==> src/hdl/odt_pkg.sv <==
package odt_pkg;
  localparam logic [2:0]  CMD_NOP       = 3'h0;
  localparam logic [2:0]  CMD_WR        = 3'h1;
  localparam logic [2:0]  CMD_RD        = 3'h2;
  localparam logic [2:0]  CMD_MRS       = 3'h3;
  localparam logic [1:0]  MR_SEL_0      = 2'h0;
  localparam logic [1:0]  MR_SEL_1      = 2'h1;
  localparam logic [1:0]  MR_SEL_2      = 2'h2;
  localparam logic [15:0] MR0_RESET     = 16'h0000;
  localparam logic [15:0] MR1_RESET     = 16'h0000;
  localparam logic [15:0] MR2_RESET     = 16'h0000;
  localparam int          MR0_BL_LO     = 0;
  localparam int          MR0_CL_LO     = 4;
  localparam int          MR0_DLL_PD    = 12;
  localparam int          MR1_NOM_A2    = 2;
  localparam int          MR1_AL_LO     = 3;
  localparam int          MR1_NOM_A6    = 6;
  localparam int          MR1_NOM_A9    = 9;
  localparam int          MR2_CWL_LO    = 3;
  localparam int          MR2_WR_LO     = 9;
  localparam int          MR2_WR_HI     = 10;
  localparam logic [1:0]  BL_FIXED8     = 2'h0;
  localparam logic [1:0]  BL_OTF        = 2'h1;
  localparam logic [1:0]  BL_FIXED4     = 2'h2;
  localparam logic [4:0]  CWL_BASE      = 5'h05;
  localparam logic [4:0]  CL_BASE       = 5'h04;
  localparam logic [4:0]  ODTL_OFFSET   = 5'h02;
  localparam logic [3:0]  ODTH4_CYCLES  = 4'h4;
  localparam logic [3:0]  ODTH8_CYCLES  = 4'h6;
  localparam logic [5:0]  CWN4_EXTRA    = 6'h04;
  localparam logic [5:0]  CWN8_EXTRA    = 6'h06;
  localparam logic [4:0]  RD_QUIET      = 5'h18;
  localparam int          PIPE_DEPTH    = 32;

  function automatic logic [4:0] odt_latency(input logic [15:0] mr0, input logic [15:0] mr1,
                                             input logic [15:0] mr2);
    logic [4:0] cwl;
    logic [4:0] cl;
    logic [4:0] al;
    cwl = CWL_BASE + {2'h0, mr2[MR2_CWL_LO +: 3]};
    cl  = CL_BASE + {2'h0, mr0[MR0_CL_LO +: 3]};
    unique case (mr1[MR1_AL_LO +: 2])
      2'h1:    al = cl - 5'h01;
      2'h2:    al = cl - 5'h02;
      default: al = 5'h00;
    endcase
    return cwl + al - ODTL_OFFSET;
  endfunction
endpackage

==> src/hdl/odt_if.sv <==
`timescale 1ns/1ns
`default_nettype none
interface odt_if;
  logic        odt;
  logic        cmd_valid;
  logic [2:0]  cmd;
  logic        bc4;
  logic [1:0]  mr_sel;
  logic [15:0] mr_data;
  modport dev (input odt, input cmd_valid, input cmd, input bc4, input mr_sel, input mr_data);
  modport ctl (output odt, output cmd_valid, output cmd, output bc4, output mr_sel, output mr_data);
endinterface
`default_nettype wire

==> src/hdl/odt_dev.sv <==
`timescale 1ns/1ns
`default_nettype none
// Behaviour
// - Synchronous timing while DLL is locked.
// - Controller keeps termination off in DLL-off.
// - Termination follows ODT after ODTLon/ODTLoff.
// - Both latencies equal write latency minus two.
// - Internal ODT delayed by additive latency.
// - Controller holds ODT high four cycles minimum unless DLL-off entry cuts it.
// - Write with ODT high extends hold 4/6.
// - Controller drops ODT around reads.
// - Termination returns when device stops driving.
// - Dynamic ODT enabled by MR2 A9/A10.
// - Nominal from MR1, write value from MR2.
// - Nominal strength outside writes, pin timing.
// - Write strength WL-2 after write command.
// - Nominal again ODTLoff plus 4 or 6.
// - Controller clears MR2 write termination for DLL-off.
// - ODT low means off; no command decode.
// - ODT ignored when all termination bits zero.
// - Termination off during self-refresh.
module odt_dev (
  input  wire logic clk,
  input  wire logic reset_n,
  odt_if.dev        pins,
  input  wire logic dll_locked,
  input  wire logic self_refresh,
  input  wire logic dq_driving,
  output logic      sync_mode,
  output logic      rtt_on,
  output logic      rtt_write_sel,
  output logic [2:0] rtt_code,
  output logic [4:0] odt_lat
);
  import odt_pkg::*;

  logic [15:0]           mr0_reg;
  logic [15:0]           mr0_next;
  logic [15:0]           mr1_reg;
  logic [15:0]           mr1_next;
  logic [15:0]           mr2_reg;
  logic [15:0]           mr2_next;
  logic [4:0]            lat_reg;
  logic [4:0]            lat_next;
  logic [PIPE_DEPTH-1:0] pipe_reg;
  logic [PIPE_DEPTH-1:0] pipe_next;
  logic                  wr_act_reg;
  logic                  wr_act_next;
  logic [5:0]            wr_cnt_reg;
  logic [5:0]            wr_cnt_next;
  logic [5:0]            wr_len_reg;
  logic [5:0]            wr_len_next;
  logic                  on_reg;
  logic                  on_next;
  logic                  wsel_reg;
  logic                  wsel_next;
  logic [2:0]            code_reg;
  logic [2:0]            code_next;
  logic                  odt_enabled;
  logic                  dyn_enabled;
  logic                  odt_seen;
  logic                  is_write;
  logic                  is_mrs;
  logic [5:0]            lat6;

  always_comb begin
    is_write    = pins.cmd_valid && (pins.cmd == CMD_WR);
    is_mrs      = pins.cmd_valid && (pins.cmd == CMD_MRS);
    dyn_enabled = mr2_reg[MR2_WR_HI] | mr2_reg[MR2_WR_LO];
    odt_enabled = mr1_reg[MR1_NOM_A2] | mr1_reg[MR1_NOM_A6] | mr1_reg[MR1_NOM_A9] | dyn_enabled;
    // The pin, gated only by the enable bits and self-refresh, decides on/off; read and write decode never gate the sample.
    odt_seen    = pins.odt && odt_enabled && !self_refresh;
    lat6        = {1'b0, lat_reg};
  end

  always_comb begin
    mr0_next = mr0_reg;
    mr1_next = mr1_reg;
    mr2_next = mr2_reg;
    if (is_mrs) begin
      unique case (pins.mr_sel)
        MR_SEL_0: mr0_next = pins.mr_data;
        MR_SEL_1: mr1_next = pins.mr_data;
        MR_SEL_2: mr2_next = pins.mr_data;
        default:  mr0_next = mr0_reg;
      endcase
    end
    // Latency is a flop so the long adder chain stays off the pipeline tap path.
    lat_next = odt_latency(mr0_reg, mr1_reg, mr2_reg);
  end

  always_comb begin
    pipe_next = {pipe_reg[PIPE_DEPTH-2:0], odt_seen};
    sync_mode = dll_locked;
    if (sync_mode) begin
      on_next = pipe_reg[lat_reg - 5'h01];
    end else begin
      on_next = odt_seen;
    end
    // The device cannot terminate and drive at once; termination comes back as driving ends.
    if (dq_driving || self_refresh) begin
      on_next = 1'b0;
    end
  end

  always_comb begin
    wr_act_next = wr_act_reg;
    wr_len_next = wr_len_reg;
    wr_cnt_next = (wr_cnt_reg == 6'h3F) ? wr_cnt_reg : wr_cnt_reg + 6'h01;
    wsel_next   = wsel_reg;
    if (is_write && dyn_enabled) begin
      wr_act_next = 1'b1;
      wr_cnt_next = 6'h00;
      unique case (mr0_reg[MR0_BL_LO +: 2])
        BL_FIXED4: wr_len_next = CWN4_EXTRA;
        BL_OTF:    wr_len_next = pins.bc4 ? CWN4_EXTRA : CWN8_EXTRA;
        default:   wr_len_next = CWN8_EXTRA;
      endcase
    end
    if (!dyn_enabled) begin
      wr_act_next = 1'b0;
      wsel_next   = 1'b0;
    end else if (wr_act_reg || is_write) begin
      if (wr_cnt_next == lat6) begin
        wsel_next = 1'b1;
      end else if (wr_cnt_next == lat6 + wr_len_next) begin
        wsel_next   = 1'b0;
        wr_act_next = 1'b0;
      end
    end
    if (!on_next) begin
      code_next = 3'h0;
    end else if (wsel_next) begin
      code_next = {1'b0, mr2_reg[MR2_WR_HI], mr2_reg[MR2_WR_LO]};
    end else begin
      code_next = {mr1_reg[MR1_NOM_A9], mr1_reg[MR1_NOM_A6], mr1_reg[MR1_NOM_A2]};
    end
  end

  always_ff @(posedge clk or negedge reset_n) begin
    if (!reset_n) begin
      mr0_reg    <= MR0_RESET;
      mr1_reg    <= MR1_RESET;
      mr2_reg    <= MR2_RESET;
      lat_reg    <= 5'h03;
      pipe_reg   <= '0;
      wr_act_reg <= 1'b0;
      wr_cnt_reg <= 6'h3F;
      wr_len_reg <= 6'h06;
      on_reg     <= 1'b0;
      wsel_reg   <= 1'b0;
      code_reg   <= 3'h0;
    end else begin
      mr0_reg    <= mr0_next;
      mr1_reg    <= mr1_next;
      mr2_reg    <= mr2_next;
      lat_reg    <= lat_next;
      pipe_reg   <= pipe_next;
      wr_act_reg <= wr_act_next;
      wr_cnt_reg <= wr_cnt_next;
      wr_len_reg <= wr_len_next;
      on_reg     <= on_next;
      wsel_reg   <= wsel_next;
      code_reg   <= code_next;
    end
  end

  assign rtt_on        = on_reg;
  assign rtt_write_sel = wsel_reg;
  assign rtt_code      = code_reg;
  assign odt_lat       = lat_reg;
endmodule
`default_nettype wire

==> src/flat_wrapper.sv <==
// flat-port wrapper written by rule: the top's interface ports become plain ports
module odt_dev_flat import odt_pkg::*;
  (clk, reset_n, dll_locked, self_refresh, dq_driving, sync_mode, rtt_on, rtt_write_sel, rtt_code, odt_lat, pins_odt, pins_cmd_valid, pins_cmd, pins_bc4, pins_mr_sel, pins_mr_data);
  odt_if pins_i ();
  input  wire logic clk;
  input  wire logic reset_n;
  input  wire logic dll_locked;
  input  wire logic self_refresh;
  input  wire logic dq_driving;
  output logic sync_mode;
  output logic rtt_on;
  output logic rtt_write_sel;
  output logic [2:0] rtt_code;
  output logic [4:0] odt_lat;
  input wire logic [$bits(pins_i.odt)-1:0] pins_odt;
  input wire logic [$bits(pins_i.cmd_valid)-1:0] pins_cmd_valid;
  input wire logic [$bits(pins_i.cmd)-1:0] pins_cmd;
  input wire logic [$bits(pins_i.bc4)-1:0] pins_bc4;
  input wire logic [$bits(pins_i.mr_sel)-1:0] pins_mr_sel;
  input wire logic [$bits(pins_i.mr_data)-1:0] pins_mr_data;
  assign pins_i.odt = pins_odt;
  assign pins_i.cmd_valid = pins_cmd_valid;
  assign pins_i.cmd = pins_cmd;
  assign pins_i.bc4 = pins_bc4;
  assign pins_i.mr_sel = pins_mr_sel;
  assign pins_i.mr_data = pins_mr_data;
  odt_dev u_core (.clk(clk), .reset_n(reset_n), .pins(pins_i), .dll_locked(dll_locked), .self_refresh(self_refresh), .dq_driving(dq_driving), .sync_mode(sync_mode), .rtt_on(rtt_on), .rtt_write_sel(rtt_write_sel), .rtt_code(rtt_code), .odt_lat(odt_lat));
endmodule
==> config.mk <==
export PLATFORM = sky130hd
export DESIGN_NAME = odt_dev_flat
export DESIGN_NICKNAME = d
export VERILOG_FILES = /design/src/hdl/odt_pkg.sv /design/src/hdl/odt_if.sv /design/src/hdl/odt_dev.sv /design/src/flat_wrapper.sv
export SDC_FILE = /design/constraint.sdc
export NUM_CORES = 1
export LEC_CHECK = 0
export ABC_AREA = 1
export CAP_MARGIN = 40
export CORE_UTILIZATION = 66
export DETAILED_ROUTE_END_ITERATION = 16
export DONT_BUFFER_PORTS = 1
export PLACE_DENSITY = 0.82
export SLEW_MARGIN = 20
export SYNTH_ARGS = -nofsm -noshare
export SYNTH_HDL_FRONTEND = slang
export SYNTH_SLANG_ARGS = --single-unit
==> constraint.sdc <==
create_clock -name clk -period 7 [get_ports clk]
set_clock_uncertainty 0.15 [all_clocks]
set_input_delay 0.7 -clock clk [delete_from_list [all_inputs] [get_ports clk]]
set_output_delay 0.7 -clock clk [all_outputs]
set_load 0.05 [all_outputs]
==> metrics, run 1 <==
status=finished clean; root buf cell=clkbuf_8; Critical Path Max Stage Delay=between 0.9 and 1 ns; Syn-to-layout area delta=7.09%; Global Route Usage Sum=26.2%; pre-CTS WS=3.51 ns; largest net degree at the start of global routing=61; DRC=0; CTS tree=done; Largest register FFs=32; cell area after layout=3910 um^2; total of max-cap violations=0; number of antenna diodes=0; Power Density=around 410 nW/um^2; placed insts=483; clock-pin slew on the worst setup and hold paths=0.08 ns; gpl congestion=0.803; CP delay by family, top=flip-flops; chip height=76.4 um; Min Hold Slack=0.0488 ns; Final period util=45.9%; full die area=~5800 um^2; endpoints failing setup=0; Worst Path Arrival=3.34 ns; CTS H-tree lvls=3; Leakage=a little under 2 nW; vias per cell=5.41; Num Clock Sinks=70; cell with the largest stage delay on the worst path=dfstp_2; most frequent cells in the layout=74 x nand2_1, 66 x inv_1, 60 x dfrtp_1; post-CTS setup buffers=0; fmax=between 0.3 and 0.4 GHz; Hold/Removal Path Class=input port to async pin; CP Capture Type=flip-flop; Synth cell types=35; hold_buf cts=1; min cycle time layout=between 3 and 4 ns; setup_tns=0 ns; crit path launch type=flip-flop; Initial DRT Pass Iterations=4; num rows=26; worst skew pair latency=0.34 ns; antenna violations before repair=0; sequence of cells on the critical path=inv_2 > ha_1 > o21ai_0 > o21ai_0 > o211ai_1 > nand2_1 > o21ai_1 > a21oi_2 > nand2_1 > nor2_1; Antenna Nets Post-Route=0; DRT iter0 DRCs=146; Top FF cell, synth=dfrtp_1; vias=around 2,700; Mapped Avg Cell Area=a little under 9 um^2; worst-path fanout max=20; Cell Area, Synth=roughly 3700 um^2; Async SR Flop Fraction=100%; WS Path Type=flip-flop to flip-flop; vias in the first global route=2,703; first-pass GRT wire length=approximately 12,000 um; Mapped Nets=between 400 and 500; layout cell share with drive strength beyond 1=13.5%; Slew HR=55.2%; pins over their slew limit=0; RSZ-0062 raised after global routing=no; Fin. Hold Viols=0; DR WL/cell=13.7 um; synthesized instance count=between 400 and 500; io pins=40; grt ovf=0; number of synthesized flops with an enable pin=0; largest cells by area after synthesis=dfrtp_1 41%, nand2_1 7.6%, dfstp_2 7.2%, ha_1 7.2%, inv_1 6.8%; DP Wirelength=~4800 um; Worst-Margin Slew=about 0.67 ns; Worst VDD drop=0.226 mV; cell accounting for the most synthesized area=dfrtp_1; drt total wl=6860 um; port buffer count=0; NumNets Final=477; Placed Area=3700 um^2; final cell count without fillers=500; yosys warns=0; Crit path required time=approximately 7.1 ns; buffers and inverters on the worst path=1; flops & latches, synth=70; setup slack after layout=3.79 ns; total design power=1.61 mW; Initial Util=70.2%; Final Util=75.2%; post-cts resize count=0; Num CTS Buffers=9; core area=5200 um^2; top-area cell type share of the netlist area=about 40%; CTS Buffer Depth=2; commonest non-fill, non-tap cell in the layout=nand2_1; post-synthesis sequential area ratio=just under 50%; die width=between 70 and 80 um
per-layer routing:
layer | share of wire [%] | global-route usage, % | vias up
met5 | 0 | 0 | -
met4 | 2.0 | 13.1 | 0
met3 | 3.0 | 3.47 | 12
met2 | 50 | 42.6 | 41
met1 | 45 | 34.6 | 1303
li1 | - | - | 1347
synthesized netlist by cell type, types with 2 or more instances:
| master | number |
|---|---|
| o21ai_0 | 38 |
| dfrtp_1 | 60 |
| nand3_1 | 24 |
| nor2_4 | 2 |
| a21oi_1 | 8 |
| nand2_1 | 74 |
| ha_1 | 21 |
| nand3_2 | 7 |
| o21ai_1 | 2 |
| or2_2 | 2 |
| nor2_1 | 43 |
| xor2_1 | 6 |
| o211ai_1 | 8 |
| clkinv_1 | 2 |
| nand3b_1 | 4 |
| mux2_2 | 2 |
| buf_2 | 4 |
| nand4_1 | 4 |
| fa_1 | 2 |
| inv_2 | 2 |
| dfstp_2 | 10 |
| nand2_2 | 7 |
| xnor2_1 | 4 |
| inv_1 | 66 |
| nor2_2 | 7 |
where the power goes:
group | internal [mW] | switching [mW]
registers | 0.491 | 0.155
logic | 0.251 | 0.402
clock network | 0.164 | 0.146
cell type report:
cell class	instances	area [um^2]
sequential	70	1760
multi-input combinational	273	1590
fill	390	1290
inverter	70	263
clock buffer	12	135
tap	70	87.6
clock inverter	4	47.5
timing repair buffer	1	27.5
final timing paths:
check,startpoint,endpoint,slack [ns],cells after the start
min in group clk,u_core.pipe_reg[2],u_core.pipe_reg[3],0.22,0
max in group asynchronous,reset_n,u_core.mr1_reg[6],6.38,1
max reg2reg,u_core.odt_lat[0],u_core.rtt_code[1],3.79,10
min reg2reg,u_core.pipe_reg[2],u_core.pipe_reg[3],0.22,0
max,u_core.odt_lat[0],u_core.rtt_code[1],3.79,10
min,reset_n,u_core.wr_cnt_reg[0],0.05,0
cell families after synthesis:
family	share of synthesized area, %
AOI/OAI and AO/OA	8.87
buffers and inverters	8.25
muxes	0.616
and+or+nand+nor	23.3
adders and majority gates	8.29
xor gates and xnor gates	2.40
DFF	48.3
Note: power is estimated with default switching activity, not from simulation.
==> run 2, diff against run 1 <==
- CORE_UTILIZATION: 66 -> 63
- PLACE_DENSITY: 0.82 -> 0.79
- clock period: 7 -> 3 ns (I/O delays scaled with it)
==> run 2 against run 1 <==
Compared with the run above: via count increased by 3.1%; setup slack got worse by 3.6 ns; routed wire length increased by 7.1%.
==> metrics, run 2 (same netlist as run 1, synthesis figures left out) <==
status=finished clean; Leakage=2.09 nW; Internal Power=2.15 mW; NetSw=1.70 mW; Num Clock Sinks=70; Net Sw Frac=44.2%; gpl congestion=~0.8; Syn-to-layout area delta=14.0%; fmax=0.360 GHz; total design power=3.85 mW; Fin. Hold Viols=0; commonest non-fill, non-tap cell in the layout=nand2_1; DRT iter0 DRCs=161; clock-pin slew on the worst setup and hold paths=0.07 ns; first-pass GRT wire length=12,600 um; Antenna Nets Post-Route=0; vias in the first global route=2,825; pins over their slew limit=0; Power Density=924 nW/um^2; worst-path fanout max=4; Slew HR=between 60% and 70%; drt total wl=between 7000 and 8000 um; area of the multi-input gates=1650 um^2; Num CTS Buffers=9; clock share of power=around 17%; min cycle time layout=2.78 ns; full die area=~6000 um^2; DRC=0; endpoints failing setup=0; layout cell share with drive strength beyond 1=17.2%; crit path launch type=flip-flop; Worst-Margin Slew=0.479 ns; CP Capture Type=flip-flop; Worst Path Arrival=2.86 ns; fill count=395; total of max-cap violations=0; Final period util=92.6%; grt ovf=0; Largest register FFs=32; vias per cell=~5.3; vias=between 2,000 and 3,000; Placed Area=3760 um^2; core area=around 5500 um^2; antenna violations before repair=0; largest net degree at the start of global routing=71; num rows=27; DR WL/cell=14.0 um; io pins=40; worst skew pair latency=0.34 ns; NumNets Final=~500; Register Area=1760 um^2; Initial Util=between 60% and 70%; CTS tree=done; Crit path required time=a little over 3 ns; DP Wirelength=approximately 5000 um; Hold/Removal Path Class=input port to flip-flop; CTS H-tree lvls=3; number of antenna diodes=0; Worst VDD drop=0.426 mV; Reg power frac=34.5%; root buf cell=clkbuf_8; Initial DRT Pass Iterations=5; chip height=between 70 and 80 um; most frequent cells in the layout=72 x nand2_1, 66 x inv_1, 60 x dfrtp_1; WS Path Type=flip-flop to flip-flop; port buffer count=0; CTS Buffer Depth=2; Global Route Usage Sum=between 20 and 30%; cell area after layout=4170 um^2; die width=~78 um; combinational share of power=around 49%
[run 2: changes by cell type in the layout (fill, tap and decap cells not counted), sizes merged]
cell / change
dlygate4sd3: +13
bufinv: -1
clkinvlp: -1
buf: +11
clkbuf: +2
[run 2: layout make-up]
type	count	area share (%)
Multi-Input combinational cell	273	39.5
Clock inverter	2	0.240
Sequential cell	70	42.4
Timing Repair Buffer	25	5.77
Clock buffer	14	3.66
Tap cell	72	2.16
Inverter	70	6.31
[run 2: what timing repair did]
| item | in CTS | in global routing |
|---|---|---|
| setup endpoints to repair | 0 | 5 |
| hold buffers | 14 | 0 |
| resized for setup | 0 | 16 |
| endpoints found under the hold margin | 88 | 0 |
| buffers inserted | 0 | 3 |
[run 2: worst paths after layout]
check / slack, ns / cells after the start / to / start
max in group asynchronous: 2.03 / 2 / u_core.wr_cnt_reg[3] / reset_n
worst max register to register: 0.22 / 19 / u_core.rtt_code[1] / u_core.mr2_reg[10]
worst max-delay path: 0.22 / 19 / u_core.rtt_code[1] / u_core.mr2_reg[10]
worst min register to register: 0.22 / 0 / u_core.pipe_reg[2] / u_core.pipe_reg[1]
worst min-delay path: 0.01 / 3 / u_core.wr_len_reg[1] / pins_cmd[1]
min in group asynchronous: 0.33 / 2 / u_core.pipe_reg[29] / reset_n
[run 2: layer usage]
| layer | track usage, % | part of all wire (%) | vias to the layer above |
|---|---|---|---|
| met5 | 0 | 0 | - |
| met4 | 14.3 | 3.3 | 0 |
| met3 | 6.16 | 4.4 | 20 |
| met2 | 45.4 | 49 | 61 |
| met1 | 33.3 | 43 | 1311 |
| li1 | - | - | 1394 |
[run 2: critical path, stage by stage, from the launching register on]
cell and delay [ns]:
dfrtp_1 0.42, nor2_4 0.14, nor3_1 0.06, buf_4 0.15, nor2_2 0.10, ha_2 0.18, inv_1 0.05, fa_2 0.34
xor2_1 0.20, inv_1 0.05, nand2_1 0.06, nand2_1 0.05, inv_1 0.06, nand2_2 0.06, nor2_4 0.12, nand3_2 0.10
nor2_4 0.14, nor2_4 0.05, nor2_1 0.11, nor2_1 0.07
[run 2: metrics by stage]
step                      setup WS (ns)  utilization, %  hold slack [ns]   TNS, ns  std cells
after global routing           -0.00483            75.2           0.0188  -0.00713        526
after CTS                        0.0471            73.7          0.00284         0        523
after floorplan                   0.218               -           -0.146         0        419
final                             0.221            75.2           0.0126         0        526
after global placement            0.109            68.0           -0.143         0        493
after detailed placement         0.0732            68.0           -0.143         0        493
[run 2: power by group through the flow]
stage | combinational, mW | clock, mW | sequential, mW
6_report | 1.87 | 0.656 | 1.33
5_1_grt | 2.11 | 0.704 | 1.35
4_1_cts | 1.76 | 0.666 | 1.32
3_5_place_dp | 1.71 | 0 | 1.34
3_3_place_gp | 1.66 | 0 | 1.33
2_1_floorplan | 1.25 | 0 | 1.44
==> run 3, diff against run 2 <==
- CORE_MARGIN: unset -> 2
==> run 3 against run 2 <==
Compared with the run above: setup slack got worse by 0.060 ns; critical path depth down 2; register-to-register slack lost 0.06 ns; clock-buffer cell count is 3 lower; non-clock buffer count increased by 2; combinational power hardly changed; clock power grew 11%; critical endpoint is now u_core.rtt_code[0]; largest power group unchanged; highest routed layer unchanged.
==> metrics, run 3 (same netlist as run 1, synthesis figures left out) <==
status=finished clean; endpoints failing setup=0; cell area after layout=4200 um^2; chip height=80.2 um; Num Clock Sinks=70; DP Wirelength=around 5000 um; Crit path required time=3.09 ns; CP Capture Type=flip-flop; Final period util=94.7%; io pins=40; clock share of power=18.4%; CTS H-tree lvls=3; Crit path top cell by count=nor2_2; Initial Util=65.9%; fmax=0.352 GHz; combinational share of power=47.9%; Initial DRT Pass Iterations=5; NumNets Final=503; total design power=3.97 mW; Critical Path Max Stage Delay=0.43 ns; min cycle time layout=2.84 ns; core area=between 5000 and 6000 um^2; CTS tree=done; sequence of cells on the critical path=nor2_2 > buf_4 > inv_2 > nand2_4 > o21ai_1 > inv_1 > fa_1 > nand3b_1 > nand3_1 > nand2_1 > xnor2_1 > nor2_2 > nand3_2 > nor2_4 > nor2_4 > nor2_2 > nor2_2; worst-path fanout max=4; Slew HR=between 60% and 70%; CP delay by family, top=simple AND/OR/NAND/NOR gates; antenna violations before repair=0; WS Path Type=flip-flop to flip-flop; Hold/Removal Path Class=input port to flip-flop; largest net degree at the start of global routing=71; buffers and inverters on the worst path=3; drt total wl=roughly 7600 um; pins over their slew limit=0; Reg power frac=33.7%; Worst Path Arrival=2.93 ns; first-pass GRT wire length=around 12,000 um; root buf cell=clkbuf_8; fill count=roughly 390; total of max-cap violations=0; cell with the largest stage delay on the worst path=fa_1; grt ovf=0; Fin. Hold Viols=0; Global Route Usage Sum=roughly a quarter; Antenna Nets Post-Route=0; Internal Power=2.19 mW; gpl congestion=slightly below 0.8; clock-pin slew on the worst setup and hold paths=0.08 ns; Worst-Margin Slew=between 0.4 and 0.5 ns; Net Sw Frac=44.7%; Syn-to-layout area delta=15.0%; final cell count without fillers=528; worst skew pair latency=0.35 ns; Power Density=944 nW/um^2; vias=2,850; number of antenna diodes=0; die width=80.2 um; CTS Buffer Depth=2; Worst VDD drop=0.476 mV; placed insts=497; Leakage=2.11 nW; full die area=6420 um^2; Num CTS Buffers=9; crit path launch type=flip-flop; port buffer count=0; Placed Area=3790 um^2; DRC=0; DR WL/cell=14.3 um; Largest register FFs=32; vias in the first global route=2,764; vias per cell=around 5.4; commonest non-fill, non-tap cell in the layout=nand2_1; DRT iter0 DRCs=183; layout cell share with drive strength beyond 1=18.9%; num rows=27; most frequent cells in the layout=72 x nand2_1, 65 x inv_1, 60 x dfrtp_1; NetSw=1.78 mW
-- run 3: cell count changes in the layout (fill, tap and decap cells not counted), sizes merged --
cell / previous run / this run
buf: 12 / 14
clkbuf: 14 / 11
clkinv: 4 / 3
clkinvlp: 0 / 2
inv: 68 / 70
-- run 3: final cells by class --
cell class | count | area, um^2 | area share [%]
inverter | 70 | 263 | 6.25
timing repair buffer | 27 | 255 | 6.07
sequential | 70 | 1760 | 42.0
multi-input combinational | 273 | 1640 | 39.0
tap | 72 | 90.1 | 2.14
clock buffer | 11 | 151 | 3.60
clock inverter | 5 | 41.3 | 0.982
-- run 3: power by group through the flow --
stage	sequential (mW)	combinational [mW]	clock, mW
finish	1.34	1.90	0.731
global route	1.36	2.12	0.784
CTS	1.33	1.80	0.741
detailed placement	1.35	1.74	0
global placement	1.34	1.67	0
floorplan	1.44	1.25	0
-- run 3: timing repair --
item | 4_1_cts | 5_1_grt
hold buffers | 14 | 0
hold endpoints to repair | 90 | 0
buffers inserted | 0 | 1
setup endpoints to repair | 0 | 4
resized for setup | 0 | 15
-- run 3: worst paths after layout --
kind,startpoint,to,slack [ns],cells past startpoint
max,u_core.mr2_reg[9],u_core.rtt_code[0],0.16,17
min,self_refresh,u_core.rtt_on,0.01,3
max reg2reg,u_core.mr2_reg[9],u_core.rtt_code[0],0.16,17
min reg2reg,u_core.pipe_reg[5],u_core.pipe_reg[6],0.22,0
max in group asynchronous,reset_n,u_core.wr_cnt_reg[5],2.03,2
min in group asynchronous,reset_n,u_core.pipe_reg[10],0.35,2
-- run 3: routing by layer --
metal | vias to the layer above | track usage [%] | part of all wire [%]
li1 | 1402 | - | -
met3 | 19 | 7.30 | 5.4
met4 | 0 | 11.0 | 2.4
met1 | 1352 | 32.2 | 43
met5 | - | 0 | 0
met2 | 77 | 40.7 | 50
-- run 3: worst reg2reg max path, delay by kind of cell (launching register included) --
family                   cells  cell delay, ns
AND/OR/NAND/NOR             11            1.07
adder cells (fa/ha/maj)      1            0.43
flip-flops                   1            0.39
buffers and inverters        3            0.35
AO/OA/AOI/OAI                1            0.19
XOR/XNOR                     1            0.14
-- run 3: metrics by stage --
stage          hold WS, ns  setup slack (ns)  TNS (ns)  util, %
2_1_floorplan       -0.146             0.218         0        -
3_3_place_gp        -0.144             0.170         0     68.5
3_5_place_dp        -0.144             0.113         0     68.5
4_1_cts            0.00340            0.0733         0     74.8
5_1_grt             0.0327           -0.0437   -0.0554     75.9
6_report            0.0131             0.160         0     75.9
